[src/logic/legacy_kbd_regs.vh]
`ifndef LEGACY_KBD_REGS_VH
`define LEGACY_KBD_REGS_VH
// Configuration offset of the legacy support register (low byte, 16 bits wide)
`define LEGACY_KBD_SUPPORT_CTRL_OFFSET 8'hC0
`define LEGACY_KBD_SUPPORT_CTRL_RESET 16'h2000
// Field positions
`define BIT_PASSTHRU_ENDED_STATUS 15
`define BIT_USB_IRQ_ROUTE_ENABLE 13
`define BIT_USB_IRQ_ACTIVE_STATUS 12
`define BIT_CMD_PORT_WRITE_STATUS 11
`define BIT_CMD_PORT_READ_STATUS 10
`define BIT_DATA_PORT_WRITE_STATUS 9
`define BIT_DATA_PORT_READ_STATUS 8
`define BIT_PASSTHRU_END_INTR_ENABLE 7
`define BIT_PASSTHRU_IN_PROGRESS 6
`define BIT_PASSTHRU_ENABLE 5
`define BIT_USB_IRQ_MGMT_INTR_ENABLE 4
`define BIT_CMD_PORT_WRITE_TRAP_ENABLE 3
`define BIT_CMD_PORT_READ_TRAP_ENABLE 2
`define BIT_DATA_PORT_WRITE_TRAP_ENABLE 1
`define BIT_DATA_PORT_READ_TRAP_ENABLE 0
// Write-one-to-clear status bits and plain read/write bits
`define W1C_MASK 16'h8F00
`define RW_MASK 16'h20BF
// Keyboard controller ports and command values
`define KBD_DATA_PORT 16'h0060
`define KBD_CMD_PORT 16'h0064
`define GATE_START_CMD 8'hD1
`define GATE_END_CMD 8'hFF
`endif

[src/logic/port_access_decode.v]
`timescale 1ns/1ps
// Classifies one host I/O cycle on the keyboard ports into four strobes
module port_access_decode (
   input wire IO_VALID,
   input wire IO_WRITE,
   input wire [15:0] IO_ADDR,
   output wire DATA_RD,
   output wire DATA_WR,
   output wire CMD_RD,
   output wire CMD_WR
);
`include "legacy_kbd_regs.vh"
   wire is_data;
   wire is_cmd;
   assign is_data = IO_VALID && (IO_ADDR == `KBD_DATA_PORT);
   assign is_cmd = IO_VALID && (IO_ADDR == `KBD_CMD_PORT);
   assign DATA_RD = is_data && !IO_WRITE;
   assign DATA_WR = is_data && IO_WRITE;
   assign CMD_RD = is_cmd && !IO_WRITE;
   assign CMD_WR = is_cmd && IO_WRITE;
endmodule // port_access_decode

[src/logic/legacy_kbd_port_trap_smi.v]
`timescale 1ns/1ps
// Notes on behaviour
// [RULE1] Sequence end sets bit 15; write-one clears
// [RULE2] Bit 13 gates USB interrupt onto line
// [RULE3] Bit 12 mirrors USB request, read only
// [RULE4] Command port write sets bit 11
// [RULE5] Command port read sets bit 10
// [RULE6] Data port write sets bit 9
// [RULE7] Data port read sets bit 8
// [RULE8] Bit 7 enables interrupt at sequence end
// [RULE9] Bit 6 shows sequence in progress
// [RULE10] Bit 5 enables sequencer; clearing aborts it
// [RULE11] Sequence starts with D1h command writes
// [RULE12] Then one data write, command reads
// [RULE13] FFh command write closes sequence normally
// [RULE14] Deviation exits; access handled as normal
// [RULE15] No management interrupt during a sequence
// [RULE16] Sequence accesses set no trap status
// [RULE17] Bit 4: USB request raises interrupt
// [RULE18] Bit 3: command write trap and interrupt
// [RULE19] Bit 2: command read trap and interrupt
// [RULE20] Bit 1: data write trap and interrupt
// [RULE21] Bit 0: data read trap and interrupt
// [RULE22] Register resets to 2000h
// [RULE23] Routed USB interrupt ORed with shared line
// [RULE24] Interrupt while status meets its enable
module legacy_kbd_port_trap_smi (
   input wire SYS_CLK,
   input wire RST,
   input wire CFG_WRITE,
   input wire CFG_READ,
   input wire [7:0] CFG_OFFSET,
   input wire [1:0] CFG_BYTE_EN,
   input wire [15:0] CFG_WDATA,
   output reg [15:0] CFG_RDATA,
   input wire IO_VALID,
   input wire IO_WRITE,
   input wire [15:0] IO_ADDR,
   input wire [7:0] IO_WDATA,
   input wire USB_IRQ,
   input wire SHARED_PCI_IRQ_LINE,
   output wire IRQ_TO_CONTROLLER,
   output wire IO_TRAP,
   output reg SYS_MGMT_INTR
);
`include "legacy_kbd_regs.vh"

   ////////////////////////////////////////////////////////////////////////////
   // Sequencer states
   localparam [3:0] ST_IDLE = 4'b0001;
   localparam [3:0] ST_START = 4'b0010;
   localparam [3:0] ST_DATA = 4'b0100;
   localparam [3:0] ST_POLL = 4'b1000;

   reg [15:0] ctrl;
   reg [3:0] state;
   reg [3:0] next_state;
   reg seq_part;
   reg seq_done;
   reg [15:0] next_ctrl;
   reg [15:0] cfg_clr;
   reg [15:0] cfg_wen;
   wire data_rd;
   wire data_wr;
   wire cmd_rd;
   wire cmd_wr;
   wire running;
   wire cfg_hit;
   wire [15:0] status_view;
   wire mgmt_cause;

   port_access_decode u_decode (
      .IO_VALID(IO_VALID),
      .IO_WRITE(IO_WRITE),
      .IO_ADDR(IO_ADDR),
      .DATA_RD(data_rd),
      .DATA_WR(data_wr),
      .CMD_RD(cmd_rd),
      .CMD_WR(cmd_wr)
   );

   assign cfg_hit = (CFG_OFFSET == `LEGACY_KBD_SUPPORT_CTRL_OFFSET);
   assign running = !state[0];

   ////////////////////////////////////////////////////////////////////////////
   // Pass-through sequencer
   always @* begin
      next_state = state;
      seq_part = 1'b0;
      seq_done = 1'b0;
      // Abort on the clearing write itself, not one cycle later
      if (!ctrl[`BIT_PASSTHRU_ENABLE] ||
         (cfg_wen[`BIT_PASSTHRU_ENABLE] && !CFG_WDATA[`BIT_PASSTHRU_ENABLE])) begin
         next_state = ST_IDLE; // [RULE10]
      end else begin
         case (state)
            ST_IDLE: begin
               if (cmd_wr && IO_WDATA == `GATE_START_CMD) begin
                  next_state = ST_START; // [RULE11]
                  seq_part = 1'b1;
               end
            end
            ST_START: begin
               if (cmd_wr && IO_WDATA == `GATE_START_CMD) begin
                  seq_part = 1'b1; // [RULE11]
               end else if (data_wr) begin
                  next_state = ST_DATA; // [RULE12]
                  seq_part = 1'b1;
               end else if (data_rd || cmd_rd || cmd_wr) begin
                  next_state = ST_IDLE; // [RULE14]
               end
            end
            ST_DATA, ST_POLL: begin
               if (cmd_rd) begin
                  next_state = ST_POLL; // [RULE12]
                  seq_part = 1'b1;
               end else if (cmd_wr && IO_WDATA == `GATE_END_CMD) begin
                  next_state = ST_IDLE; // [RULE13]
                  seq_part = 1'b1;
                  seq_done = 1'b1;
               end else if (data_rd || data_wr || cmd_wr) begin
                  next_state = ST_IDLE; // [RULE14]
               end
            end
            default: begin
               next_state = ST_IDLE;
            end
         endcase
      end
   end

   always @(posedge SYS_CLK or posedge RST) begin
      if (RST) begin
         state <= ST_IDLE;
      end else begin
         state <= next_state;
      end
   end

   ////////////////////////////////////////////////////////////////////////////
   // Register update; hardware set beats software clear in the same cycle
   always @* begin
      cfg_wen = 16'h0000;
      if (CFG_WRITE && cfg_hit) begin
         cfg_wen = {{8{CFG_BYTE_EN[1]}}, {8{CFG_BYTE_EN[0]}}};
      end
      cfg_clr = cfg_wen & CFG_WDATA & `W1C_MASK;
      next_ctrl = (ctrl & ~(cfg_wen & `RW_MASK)) | (CFG_WDATA & cfg_wen & `RW_MASK);
      next_ctrl = next_ctrl & ~cfg_clr; // [RULE1]
      if (seq_done) begin
         next_ctrl[`BIT_PASSTHRU_ENDED_STATUS] = 1'b1; // [RULE1]
      end
      // Accesses absorbed by the sequence leave trap status alone
      if (!seq_part) begin
         if (cmd_wr) next_ctrl[`BIT_CMD_PORT_WRITE_STATUS] = 1'b1; // [RULE4] [RULE16]
         if (cmd_rd) next_ctrl[`BIT_CMD_PORT_READ_STATUS] = 1'b1; // [RULE5] [RULE16]
         if (data_wr) next_ctrl[`BIT_DATA_PORT_WRITE_STATUS] = 1'b1; // [RULE6] [RULE16]
         if (data_rd) next_ctrl[`BIT_DATA_PORT_READ_STATUS] = 1'b1; // [RULE7] [RULE16]
      end
   end

   always @(posedge SYS_CLK or posedge RST) begin
      if (RST) begin
         ctrl <= `LEGACY_KBD_SUPPORT_CTRL_RESET; // [RULE22]
      end else begin
         ctrl <= next_ctrl;
      end
   end

   // Bits 12 and 6 are live views, never stored
   assign status_view = {ctrl[15:13], USB_IRQ, ctrl[11:7], running, ctrl[5:0]}; // [RULE3] [RULE9]

   always @(posedge SYS_CLK or posedge RST) begin
      if (RST) begin
         CFG_RDATA <= 16'h0000;
      end else if (CFG_READ && cfg_hit) begin
         CFG_RDATA <= status_view & 16'hBFFF;
      end else if (CFG_READ) begin
         CFG_RDATA <= 16'h0000;
      end
   end

   ////////////////////////////////////////////////////////////////////////////
   // Interrupt routing and management interrupt
   assign IRQ_TO_CONTROLLER = SHARED_PCI_IRQ_LINE |
      (USB_IRQ & ctrl[`BIT_USB_IRQ_ROUTE_ENABLE]); // [RULE2] [RULE23]

   // Trap pulses only for accesses handled normally
   assign IO_TRAP = !seq_part &&
      ((cmd_wr && ctrl[`BIT_CMD_PORT_WRITE_TRAP_ENABLE]) || // [RULE18]
       (cmd_rd && ctrl[`BIT_CMD_PORT_READ_TRAP_ENABLE]) || // [RULE19]
       (data_wr && ctrl[`BIT_DATA_PORT_WRITE_TRAP_ENABLE]) || // [RULE20]
       (data_rd && ctrl[`BIT_DATA_PORT_READ_TRAP_ENABLE])); // [RULE21]

   // Level from sticky status and live USB_IRQ, so clearing status drops its interrupt
   assign mgmt_cause =
      (ctrl[`BIT_PASSTHRU_ENDED_STATUS] & ctrl[`BIT_PASSTHRU_END_INTR_ENABLE]) | // [RULE8]
      (USB_IRQ & ctrl[`BIT_USB_IRQ_MGMT_INTR_ENABLE]) | // [RULE17]
      (ctrl[`BIT_CMD_PORT_WRITE_STATUS] & ctrl[`BIT_CMD_PORT_WRITE_TRAP_ENABLE]) | // [RULE18]
      (ctrl[`BIT_CMD_PORT_READ_STATUS] & ctrl[`BIT_CMD_PORT_READ_TRAP_ENABLE]) | // [RULE19]
      (ctrl[`BIT_DATA_PORT_WRITE_STATUS] & ctrl[`BIT_DATA_PORT_WRITE_TRAP_ENABLE]) | // [RULE20]
      (ctrl[`BIT_DATA_PORT_READ_STATUS] & ctrl[`BIT_DATA_PORT_READ_TRAP_ENABLE]); // [RULE21]

   always @(posedge SYS_CLK or posedge RST) begin
      if (RST) begin
         SYS_MGMT_INTR <= 1'b0;
      end else begin
         SYS_MGMT_INTR <= mgmt_cause && !running; // [RULE15] [RULE24]
      end
   end
endmodule // legacy_kbd_port_trap_smi

[config.mk]
export PLATFORM = sky130hd
export DESIGN_NAME = legacy_kbd_port_trap_smi
export DESIGN_NICKNAME = d
export VERILOG_FILES = /design/src/logic/port_access_decode.v /design/src/logic/legacy_kbd_port_trap_smi.v
export VERILOG_INCLUDE_DIRS = /design/src /design/src/logic
export SDC_FILE = /design/constraint.sdc
export NUM_CORES = 1
export LEC_CHECK = 0
export BUFFER_PORTS_ARGS = -buffer_cell sky130_fd_sc_hd__buf_2
export CAP_MARGIN = 20
export CORE_MARGIN = 8
export CORE_UTILIZATION = 40
export CTS_BUF_LIST = sky130_fd_sc_hd__clkbuf_8 sky130_fd_sc_hd__clkbuf_16
export CTS_CLUSTER_DIAMETER = 200
export DETAILED_ROUTE_END_ITERATION = 16
export GPL_TIMING_DRIVEN = 0
export PLACE_DENSITY = 0.78
export SETUP_SLACK_MARGIN = 0.5
export SKIP_CTS_REPAIR_TIMING = 1
export SLEW_MARGIN = 40
export SYNTH_ARGS = -nofsm -noshare
export SYNTH_HDL_FRONTEND = slang
export SYNTH_SLANG_ARGS = --single-unit
[constraint.sdc]
create_clock -name SYS_CLK -period 5.8 [get_ports SYS_CLK]
set_clock_uncertainty 0.1 [all_clocks]
set_input_delay 1.45 -clock SYS_CLK [delete_from_list [all_inputs] [get_ports SYS_CLK]]
set_output_delay 1.45 -clock SYS_CLK [all_outputs]
set_load 0.02 [all_outputs]
After elaboration in Yosys (flattened, before gate mapping):

Cells that the tools add are included.

* register bits after elaboration: 37
* input bits: 58
* output and inout port bits: 19
* word-level logic and storage cells: 97

* equal/unequal tests: 13
* muxes and demuxes: 28
* bitwise operators: 19
* reductions and logical operators: 33

Operators by type and width (count)
* AND 16 bit: 3
* two-way mux 16 bit: 3
* two-way mux 4 bit: 9
* == test 16 x 7 -> 1 bit, second input constant: 2
* == test 8 bit, second input constant: 3
* logical AND 1 bit: 17
* inverter 14 -> 16 bit: 1
* inverter 16 bit: 1
* bitwise OR 16 x 14 -> 16 bit: 1
* two-way mux 1 bit: 14
* case mux 4 bit (3 select lines): 1
* logical OR 1 bit: 8
* AND 1 bit: 7
* != test 3 bit, second input constant: 2
* bitwise OR 1 bit: 6
* zero test 1 bit: 5
* != test 5 bit, second input constant: 1
* == test 4 x 1 -> 1 bit, second input constant: 1
* == test 4 x 2 -> 1 bit, second input constant: 1
* == test 4 x 3 -> 1 bit, second input constant: 1
* == test 4 bit, second input constant: 1
* != test 4 bit, second input constant: 1
* AND reduction 4 bit: 1
* case mux 1 bit (3 select lines): 1
* 2 further kinds: 2

Longest topological paths before layout:

Gate-level depths: netlist of the first run.

* depth after elaboration: 10
* depth in mapped cells: 6
* depth with buffers taken out: 5

Cells and area by module:

From an unflattened synthesis of the first run, not the netlist that was laid out.

* cell total of the unflattened synthesis: 150
* area, all modules: 1736.7 um2

By module, submodules not included
* legacy_kbd_port_trap_smi: instances 1, cells each 140, area an instance 1630.3 um2, sequential area each 828.3 um2
* port_access_decode: instances 1, cells each 10, area an instance 106.4 um2, sequential area each 0.0 um2

Worst setup path after synthesis of the first run:

Ideal clock, no wire load.

* path kind: input -> output
* start point: input port CFG_OFFSET[3]
* end point: output port IO_TRAP
* arrival time: 3.203 ns
* data required time: 4.250 ns
* setup slack: 1.047 ns
* cell stages on the path: 5
* path buffers: 0
* cell sequence: or4_4 > o41ai_4 > a21oi_2 > a21boi_4 > nor3b_1

* cells in the longest elaborated chain, start to end: 8

RTL lines
* from (decl): RTL line legacy_kbd_port_trap_smi.v:32 `input wire [7:0] CFG_OFFSET,`
* == test 8 bit (no line)
* logical AND 1 bit: RTL line legacy_kbd_port_trap_smi.v:144 `if (CFG_WRITE && cfg_hit) begin`
* two-way mux 16 bit: RTL line legacy_kbd_port_trap_smi.v:144
* logical AND 1 bit: RTL line legacy_kbd_port_trap_smi.v:93 `` (cfg_wen[`BIT_PASSTHRU_ENABLE] && !CFG_WDATA[`BIT_PASSTHRU_ENABLE])) begin ``
* logical OR 1 bit: RTL line legacy_kbd_port_trap_smi.v:92 `` if (!ctrl[`BIT_PASSTHRU_ENABLE] || ``
* two-way mux 1 bit: RTL line legacy_kbd_port_trap_smi.v:92
* zero test 1 bit: RTL line legacy_kbd_port_trap_smi.v:189 `assign IO_TRAP = !seq_part &&`
* logical AND 1 bit: RTL line legacy_kbd_port_trap_smi.v:189
* to (decl): RTL line legacy_kbd_port_trap_smi.v:43 `output wire IO_TRAP,`

Every way passes these cells.

Worst setup path in the final report of the first run:

Ends and elaborated chain as after synthesis.

==> results of run 1 <==
kinds of logic after synthesis:
kind of cell / synth area share, %
other cells: 0.2120
buf+inv: 7.567
flops: 46.82
xor+xnor: 0.4951
simple gates: 19.66
mux: 7.001
compound gates: 18.25
metrics by stage:
stage	utilization [%]	cell area, sq um	hold slack, ns	cells	total power, mW
finish	52.77	2266	0.4043	307	0.4426
detailed placement	50.76	2180	0.3952	300	0.2792
global route	52.77	2266	0.4236	307	0.4621
floorplan	-	1769	0.3854	179	0.2566
CTS	52.77	2266	0.4086	307	0.4463
global placement	50.76	2180	0.3889	300	0.2781
report_power, final:
part,internal [mW],switching [mW]
combinational,0.0200,0.0209
sequential,0.232,0.00147
clock,0.0922,0.0758
total,0.344,0.0982
worst paths after layout:
check | slack, ns | endpoint | depth (start not counted)
hold reg to reg | 0.40 | CFG_RDATA[6]$_DFFE_PP0P_ | 1
setup / recovery | 0.94 | IO_TRAP | 7
setup reg to reg | 3.88 | ctrl[11]$_DFF_PP0_ | 5
min in group asynchronous | 1.16 | CFG_RDATA[4]$_DFFE_PP0P_ | 2
max in group asynchronous | 4.02 | CFG_RDATA[10]$_DFFE_PP0P_ | 2
hold / removal | 0.40 | CFG_RDATA[6]$_DFFE_PP0P_ | 1
cells in the mapped netlist, types with 2 or more instances:
cell type   n
nor4_1      4
mux2_2      9
nor3b_1     3
nor3_1      5
o21ai_0    22
buf_2       2
nor2_1      5
nand3_1    16
a22oi_1     4
a21oi_1     2
o31ai_1     3
nand2_1     6
buf_4       2
nand4_1     4
dfstp_2     2
a31oi_1     3
and2b_1     2
clkbuf_1    3
inv_1      21
dfrtp_1    31
worst max-delay path, cell delays in order:
cell	delay, ns
buf_2	0.09
or4_4	0.57
o41ai_4	0.52
a21oi_2	0.08
a21boi_4	0.17
nor3b_1	0.22
buf_2	0.21
layout make-up:
| type | count | area (sq um) |
|---|---|---|
| timing repair buffer | 69 | 345.3 |
| clock buffer | 6 | 82.58 |
| clock inverter | 1 | 3.754 |
| fill | 390 | 2028 |
| buffer | 9 | 55.05 |
| sequential | 33 | 828.3 |
| multi-input combinational | 116 | 807.0 |
| tap | 52 | 65.06 |
| inverter | 21 | 78.83 |
per-layer routing:
layer | vias up | track usage [%] | share of wire [%]
li1 | 795 | - | -
met1 | 719 | 15.30 | 41
met2 | 55 | 22.32 | 49
met3 | 7 | 4.762 | 7.8
met4 | 0 | 6.552 | 2.0
met5 | - | 0 | 0
==> results.py, run 1 <==
metrics = {
    "flow_run": {
        "cap_violations": 0,
    },
    "timing": {
        "fin_crit_sh_pct": 83.88,
        "finalSetupTns_ns": 0,
        "min_period_ns": 4.865,
        "rsz0062_at_grt": "no",
        "layout_setup_ws_ns": 0.9351,
        "slew_headroom_pct": 56.39,
        "fmax_mhz": 205.6,
        "worst_pin_slew_ns": 0.6532,
        "hold_viol": 0,
        "setup_violations": 0,
        "slew_violations": 0,
    },
    "synth": {
        "yosys-top-cells-area": "dfrtp_1 (44%), o21ai_0 (6.2%), mux2_2 (5.7%)",
        "synth_top_area_share_pct": 43.85,
        "synthFlopType": "dfrtp_1",
        "synthCells": 179,
        "ys_seq_elements": 33,
        "synth-edff-count": 0,
        "ys_types": 50,
        "synth_area_sq_um": 1769,
        "async_flop_share_pct": 100.0,
        "synth_top_cell_by_area": "dfrtp_1",
        "synth_nets": 237,
        "yosys_warnings": 0,
        "avgSynthCellArea_sq_um": 9.884,
        "yosysSeqAreaShare_pct": 46.82,
    },
    "pwr": {
        "vdd_drop_max_uv": 76.75,
        "power.density_nw_per_um2": 195.3,
        "power.leakage_nw": 1.079,
    },
    "grt": {
        "grt_usage_pct": 13.53,
        "grt_antenna_before_repair": 0,
        "grt_start_max_net_pins": 34,
        "grt_first_pass_wirelength_mm": 7.010,
        "grt-ovfl-total": 0,
        "grt_pass1_vias": 1618,
    },
    "place": {
        "place_ws_ns": 0.9472,
        "gp_congestion": 0.8014,
        "hpwl_mm": 3.639,
        "io_buffers": 69,
    },
    "drt": {
        "totalWireLength_mm": 4.435,
        "wl_per_cell_um": 14.45,
        "vias_per_cell": 5.134,
        "postRouteAntennaNets": 0,
        "drtIter0Drc": 74,
        "remaining_drc_errors": 0,
        "drtPass1Iterations": 4,
        "num_vias": 1576,
    },
    "floorplan": {
        "die_h_um": 82.51,
        "floorplan.initialDensity_pct": 41.20,
        "io_pins": 77,
        "die_w_um": 82.51,
        "die-area_sq_um": 6807,
        "core_area_sq_um": 4294,
        "row_count": 24,
    },
    "cells_and_area": {
        "final_cell_mix": "buf_2 (71), dfrtp_1 (31), o21ai_0 (22), inv_1 (21), nand3_1 (16)",
        "layout-drive-gt1-share_pct": 40.78,
        "mostFrequentLayoutCell": "buf_2",
        "diodes": 0,
        "final_nets": 313,
        "syn_to_final_growth_pct": 28.08,
    },
    "clock_tree": {
        "clkSinkCount": 33,
        "clock_path_buffers": 2,
        "clkTransAtPathRegs_ns": 0.06,
        "root_buffer": "clkbuf_8",
        "cts_made_buffers": 5,
        "cts_tree": "done",
        "htreeDepth": 2,
        "clk_latency_ns": 0.28,
    },
    "worst_setup_path": {
        "startpoint": "CFG_OFFSET[3]",
        "start_kind": "primary input",
        "cp_data_arrival_time_ns": 3.31,
        "endpoint_kind": "output port",
        "critical_path_required_ns": 4.25,
        "cp_max_fo": 5,
        "worstReg2RegStart": "state[0]$_DFFE_PP1P_",
        "setup.worst_path.class": "in -> out",
    },
    "min_path": {
        "holdCritStartpoint": "CFG_RDATA[6]$_DFFE_PP0P_",
        "min_path_type": "reg -> reg",
    },
    "status": {
        "status": "finished, final reports clean",
    },
}
Power figures use the tool's default switching activity.
==> run 2, diff against run 1 <==
--- a/config.mk
+++ b/config.mk
@@ -14,7 +14,7 @@
 export CTS_CLUSTER_DIAMETER = 200
 export DETAILED_ROUTE_END_ITERATION = 16
 export GPL_TIMING_DRIVEN = 0
-export PLACE_DENSITY = 0.78
+export PLACE_DENSITY = 0.81
 export SETUP_SLACK_MARGIN = 0.5
 export SKIP_CTS_REPAIR_TIMING = 1
 export SLEW_MARGIN = 40
==> constraint.sdc (replaced) <==
create_clock -name SYS_CLK -period 4.3 [get_ports SYS_CLK]
set_clock_uncertainty 0.1 [all_clocks]
set_input_delay 1.075 -clock SYS_CLK [delete_from_list [all_inputs] [get_ports SYS_CLK]]
set_output_delay 1.075 -clock SYS_CLK [all_outputs]
set_load 0.02 [all_outputs]
==> results.py, run 2 (synthesized netlist as in run 1, its figures left out) <==
metrics = {
    "drt": {
        "vias_per_cell": 5.277,
        "remaining_drc_errors": 0,
        "totalWireLength_mm": 4.832,
        "wl_per_cell_um": 15.59,
        "drtIter0Drc": 86,
        "drtPass1Iterations": 4,
        "num_vias": 1636,
        "postRouteAntennaNets": 0,
    },
    "clock_tree": {
        "cts_tree": "done",
        "htreeDepth": 2,
        "clock_path_buffers": 2,
        "root_buffer": "clkbuf_8",
        "clkTransAtPathRegs_ns": 0.07,
        "clkSinkCount": 33,
        "cts_made_buffers": 5,
        "clk_latency_ns": 0.28,
    },
    "floorplan": {
        "row_count": 24,
        "die_h_um": 82.51,
        "floorplan.initialDensity_pct": 41.20,
        "core_area_sq_um": 4294,
        "die_w_um": 82.51,
        "die-area_sq_um": 6807,
        "io_pins": 77,
    },
    "timing": {
        "layout_setup_ws_ns": 0.5394,
        "fin_crit_sh_pct": 87.46,
        "hold_viol": 0,
        "min_period_ns": 3.761,
        "rsz0062_at_grt": "yes",
        "fmax_mhz": 265.9,
        "worst_pin_slew_ns": 0.6840,
        "setup_violations": 0,
        "slew_violations": 0,
        "finalSetupTns_ns": 0,
        "slew_headroom_pct": 54.34,
        "timing.hold.ws_ns": 0.4020,
    },
    "grt": {
        "grt_pass1_vias": 1632,
        "grt_usage_pct": 14.33,
        "grt_first_pass_wirelength_mm": 7.479,
        "grt_start_max_net_pins": 34,
        "grt_antenna_before_repair": 0,
        "grt-ovfl-total": 0,
    },
    "worst_setup_path": {
        "worstReg2RegEnd": "ctrl[11]$_DFF_PP0_",
        "cp_data_arrival_time_ns": 2.59,
        "crit_buf_inv": 2,
        "start_kind": "primary input",
        "crit_path_cell_trace": "buf_2 -> or4_4 -> o41ai_4 -> a21oi_2 -> a21boi_4 -> nor3b_4 -> buf_6",
        "cpLargestDelayFamily": "simple AND/OR/NAND/NOR gates",
        "reg2reg_slack_ns": 2.33,
        "cp_max_fo": 3,
        "worstRegToRegCells": 5,
        "cpMaxStageDelayCell": "or4_4",
        "max_stage_delay_ns": 0.56,
        "setup.worst_path.class": "in -> out",
        "endpoint_kind": "output port",
        "critical_path_required_ns": 3.12,
        "worstReg2RegStart": "state[0]$_DFFE_PP1P_",
    },
    "pwr": {
        "power.density_nw_per_um2": 262.9,
        "power.leakage_nw": 1.094,
        "power_mw": 0.6053,
        "vdd_drop_max_uv": 142.2,
    },
    "place": {
        "placed_cells": 300,
        "gp_congestion": 0.8308,
        "hpwl_mm": 3.790,
        "place_ws_ns": 0.2520,
        "io_buffers": 69,
        "dpl-instance-area_sq_um": 2191,
    },
    "min_path": {
        "hold_end": "CFG_RDATA[6]$_DFFE_PP0P_",
        "holdCritStartpoint": "CFG_RDATA[6]$_DFFE_PP0P_",
        "holdPathStages": 1,
        "min_path_type": "reg -> reg",
    },
    "cells_and_area": {
        "layout.cells.non_filler": 310,
        "diodes": 0,
        "mostFrequentLayoutCell": "buf_2",
        "final_cell_mix": "buf_2 (70), dfrtp_1 (31), inv_1 (22), o21ai_0 (22), nand3_1 (16)",
        "final_nets": 315,
        "syn_to_final_growth_pct": 30.13,
        "stdcell_area_sq_um": 2302,
        "layout-drive-gt1-share_pct": 41.47,
        "post-route-util_pct": 53.61,
    },
    "status": {
        "status": "finished, final reports clean",
    },
    "flow_run": {
        "cap_violations": 0,
    },
}
run 2: power breakdown:
part           total (mW)  internal, mW  leakage (nW)  switching, mW
logic              0.0572        0.0277         0.586         0.0295
registers           0.315         0.313         0.453        0.00208
clock network       0.233         0.126        0.0538          0.107
run 2: cell type report:
| cell class | instances | area [sq um] |
|---|---|---|
| Fill cell | 390 | 1992 |
| Inverter | 21 | 78.83 |
| Tap cell | 52 | 65.06 |
| Timing Repair Buffer | 71 | 366.6 |
| Clock buffer | 6 | 82.58 |
| Sequential cell | 33 | 828.3 |
| Multi-Input combinational cell | 116 | 818.3 |
| Buffer | 9 | 55.05 |
| Clock inverter | 2 | 7.507 |
run 2: how the worst max path moves through the flow:
stage / startpoint / to / slack (ns) / depth (start not counted)
floorplan: CFG_OFFSET[3] / IO_TRAP / 0.54 / 5
global placement: CFG_OFFSET[3] / IO_TRAP / 0.24 / 7
detailed placement: CFG_OFFSET[3] / IO_TRAP / 0.25 / 7
CTS: CFG_OFFSET[3] / IO_TRAP / 0.24 / 7
global route: CFG_OFFSET[0] / IO_TRAP / 0.48 / 7
finish: CFG_OFFSET[0] / IO_TRAP / 0.54 / 7
run 2: metal layers:
| metal | global-route usage [%] | up-vias | part of all wire (%) |
|---|---|---|---|
| li1 | - | 797 | - |
| met2 | 23.34 | 63 | 50 |
| met4 | 6.897 | 0 | 1.9 |
| met3 | 3.896 | 10 | 9.0 |
| met1 | 17.15 | 766 | 39 |
| met5 | 0 | - | 0 |
==> run 3, diff against run 2 <==
--- a/config.mk
+++ b/config.mk
@@ -9,12 +9,12 @@
 export BUFFER_PORTS_ARGS = -buffer_cell sky130_fd_sc_hd__buf_2
 export CAP_MARGIN = 20
 export CORE_MARGIN = 8
-export CORE_UTILIZATION = 40
+export CORE_UTILIZATION = 42
 export CTS_BUF_LIST = sky130_fd_sc_hd__clkbuf_8 sky130_fd_sc_hd__clkbuf_16
 export CTS_CLUSTER_DIAMETER = 200
 export DETAILED_ROUTE_END_ITERATION = 16
 export GPL_TIMING_DRIVEN = 0
-export PLACE_DENSITY = 0.81
+export PLACE_DENSITY = 0.84
 export SETUP_SLACK_MARGIN = 0.5
 export SKIP_CTS_REPAIR_TIMING = 1
 export SLEW_MARGIN = 40
==> results.py, run 3 (synthesized netlist as in run 1, its figures left out) <==
metrics = {
    "cells_and_area": {
        "final_nets": 316,
        "diodes": 0,
        "stdcell_area_sq_um": 2300,
        "final-seq-area_sq_um": 828.3,
        "syn_to_final_growth_pct": 29.99,
        "layout.cells.non_filler": 309,
        "nFillCells": 365,
        "multi_input_area_sq_um": 818.3,
        "mostFrequentLayoutCell": "buf_2",
        "post-route-util_pct": 57.08,
        "layout-drive-gt1-share_pct": 42.08,
        "final_cell_mix": "buf_2 (70), dfrtp_1 (31), o21ai_0 (22), inv_1 (21), nand3_1 (16)",
    },
    "pwr": {
        "power.leakage_nw": 1.094,
        "vdd_drop_max_uv": 225.1,
        "power_mw": 0.5872,
        "power.density_nw_per_um2": 255.3,
    },
    "timing": {
        "fin_crit_sh_pct": 89.81,
        "slew_violations": 0,
        "fmax_mhz": 258.9,
        "timing.hold.ws_ns": 0.4012,
        "min_period_ns": 3.862,
        "slew_headroom_pct": 55.66,
        "rsz0062_at_grt": "yes",
        "layout_setup_ws_ns": 0.4381,
        "hold_viol": 0,
        "worst_pin_slew_ns": 0.6641,
        "setup_violations": 0,
        "finalSetupTns_ns": 0,
    },
    "floorplan": {
        "die_h_um": 80.90,
        "die-area_sq_um": 6545,
        "core_area_sq_um": 4029,
        "row_count": 23,
        "io_pins": 77,
        "die_w_um": 80.90,
        "floorplan.initialDensity_pct": 43.91,
    },
    "worst_setup_path": {
        "cp_max_fo": 4,
        "critical_path_required_ns": 3.12,
        "cp_data_arrival_time_ns": 2.69,
        "setup.worst_path.class": "in -> out",
        "endpoint_kind": "output port",
        "start_kind": "primary input",
    },
    "drt": {
        "wl_per_cell_um": 15.06,
        "postRouteAntennaNets": 0,
        "remaining_drc_errors": 0,
        "num_vias": 1619,
        "drtPass1Iterations": 4,
        "drtIter0Drc": 57,
        "vias_per_cell": 5.239,
        "totalWireLength_mm": 4.654,
    },
    "flow_run": {
        "cap_violations": 0,
    },
    "grt": {
        "grt_start_max_net_pins": 34,
        "grt_antenna_before_repair": 0,
        "grt_pass1_vias": 1529,
        "grt_usage_pct": 14.05,
        "grt-ovfl-total": 0,
        "grt_first_pass_wirelength_mm": 7.238,
    },
    "clock_tree": {
        "clkSinkCount": 33,
        "clk_latency_ns": 0.28,
        "cts_tree": "done",
        "root_buffer": "clkbuf_8",
        "clkTransAtPathRegs_ns": 0.06,
        "clock_path_buffers": 2,
        "cts_made_buffers": 5,
        "htreeDepth": 2,
    },
    "place": {
        "gp_congestion": 0.8826,
        "io_buffers": 69,
        "placed_cells": 298,
        "hpwl_mm": 3.712,
        "dpl-instance-area_sq_um": 2188,
        "place_ws_ns": 0.2452,
    },
    "status": {
        "status": "finished, final reports clean",
    },
    "min_path": {
        "min_path_type": "reg -> reg",
    },
}
-- run 3: per-layer routing --
layer | vias up | global-route usage [%] | wire length [um] | share of wire (%)
li1 | 801 | - | - | -
met1 | 752 | 17.32 | 1887 | 41
met2 | 58 | 21.09 | 2237 | 48
met3 | 8 | 5.960 | 441 | 9.5
met4 | 0 | 5.893 | 88 | 1.9
met5 | - | 0 | 0 | 0
-- run 3: worst max-delay path, cell delays in order --
cell and delay (ns):
buf_2 0.10, or4_4 0.57, o41ai_4 0.35, a21oi_2 0.10
a21boi_4 0.17, nor3b_4 0.18, buf_6 0.14
-- run 3: final cells by class --
cell class	instances	area share [%]
buffer	9	2.394
clock buffer	5	2.992
clock inverter	3	0.5985
inverter	21	3.428
multi-input combinational	116	35.58
sequential	33	36.02
tap	50	2.720
timing repair buffer	72	16.27
-- run 3: power breakdown --
group | internal, mW | leakage, nW | switching [mW]
Clock | 0.110 | 0.0491 | 0.106
Sequential | 0.313 | 0.453 | 0.00229
Combinational | 0.0278 | 0.592 | 0.0288
-- run 3: final timing paths --
check / from / to / slack [ns] / depth (start not counted)
max: CFG_OFFSET[0] / IO_TRAP / 0.44 / 7
min: CFG_RDATA[6]$_DFFE_PP0P_ / CFG_RDATA[6]$_DFFE_PP0P_ / 0.40 / 1
max reg2reg: state[0]$_DFFE_PP1P_ / ctrl[9]$_DFF_PP0_ / 2.21 / 6
min reg2reg: CFG_RDATA[6]$_DFFE_PP0P_ / CFG_RDATA[6]$_DFFE_PP0P_ / 0.40 / 1
max in group asynchronous: RST / CFG_RDATA[3]$_DFFE_PP0P_ / 2.88 / 2
min in group asynchronous: RST / CFG_RDATA[5]$_DFFE_PP0P_ / 0.78 / 2
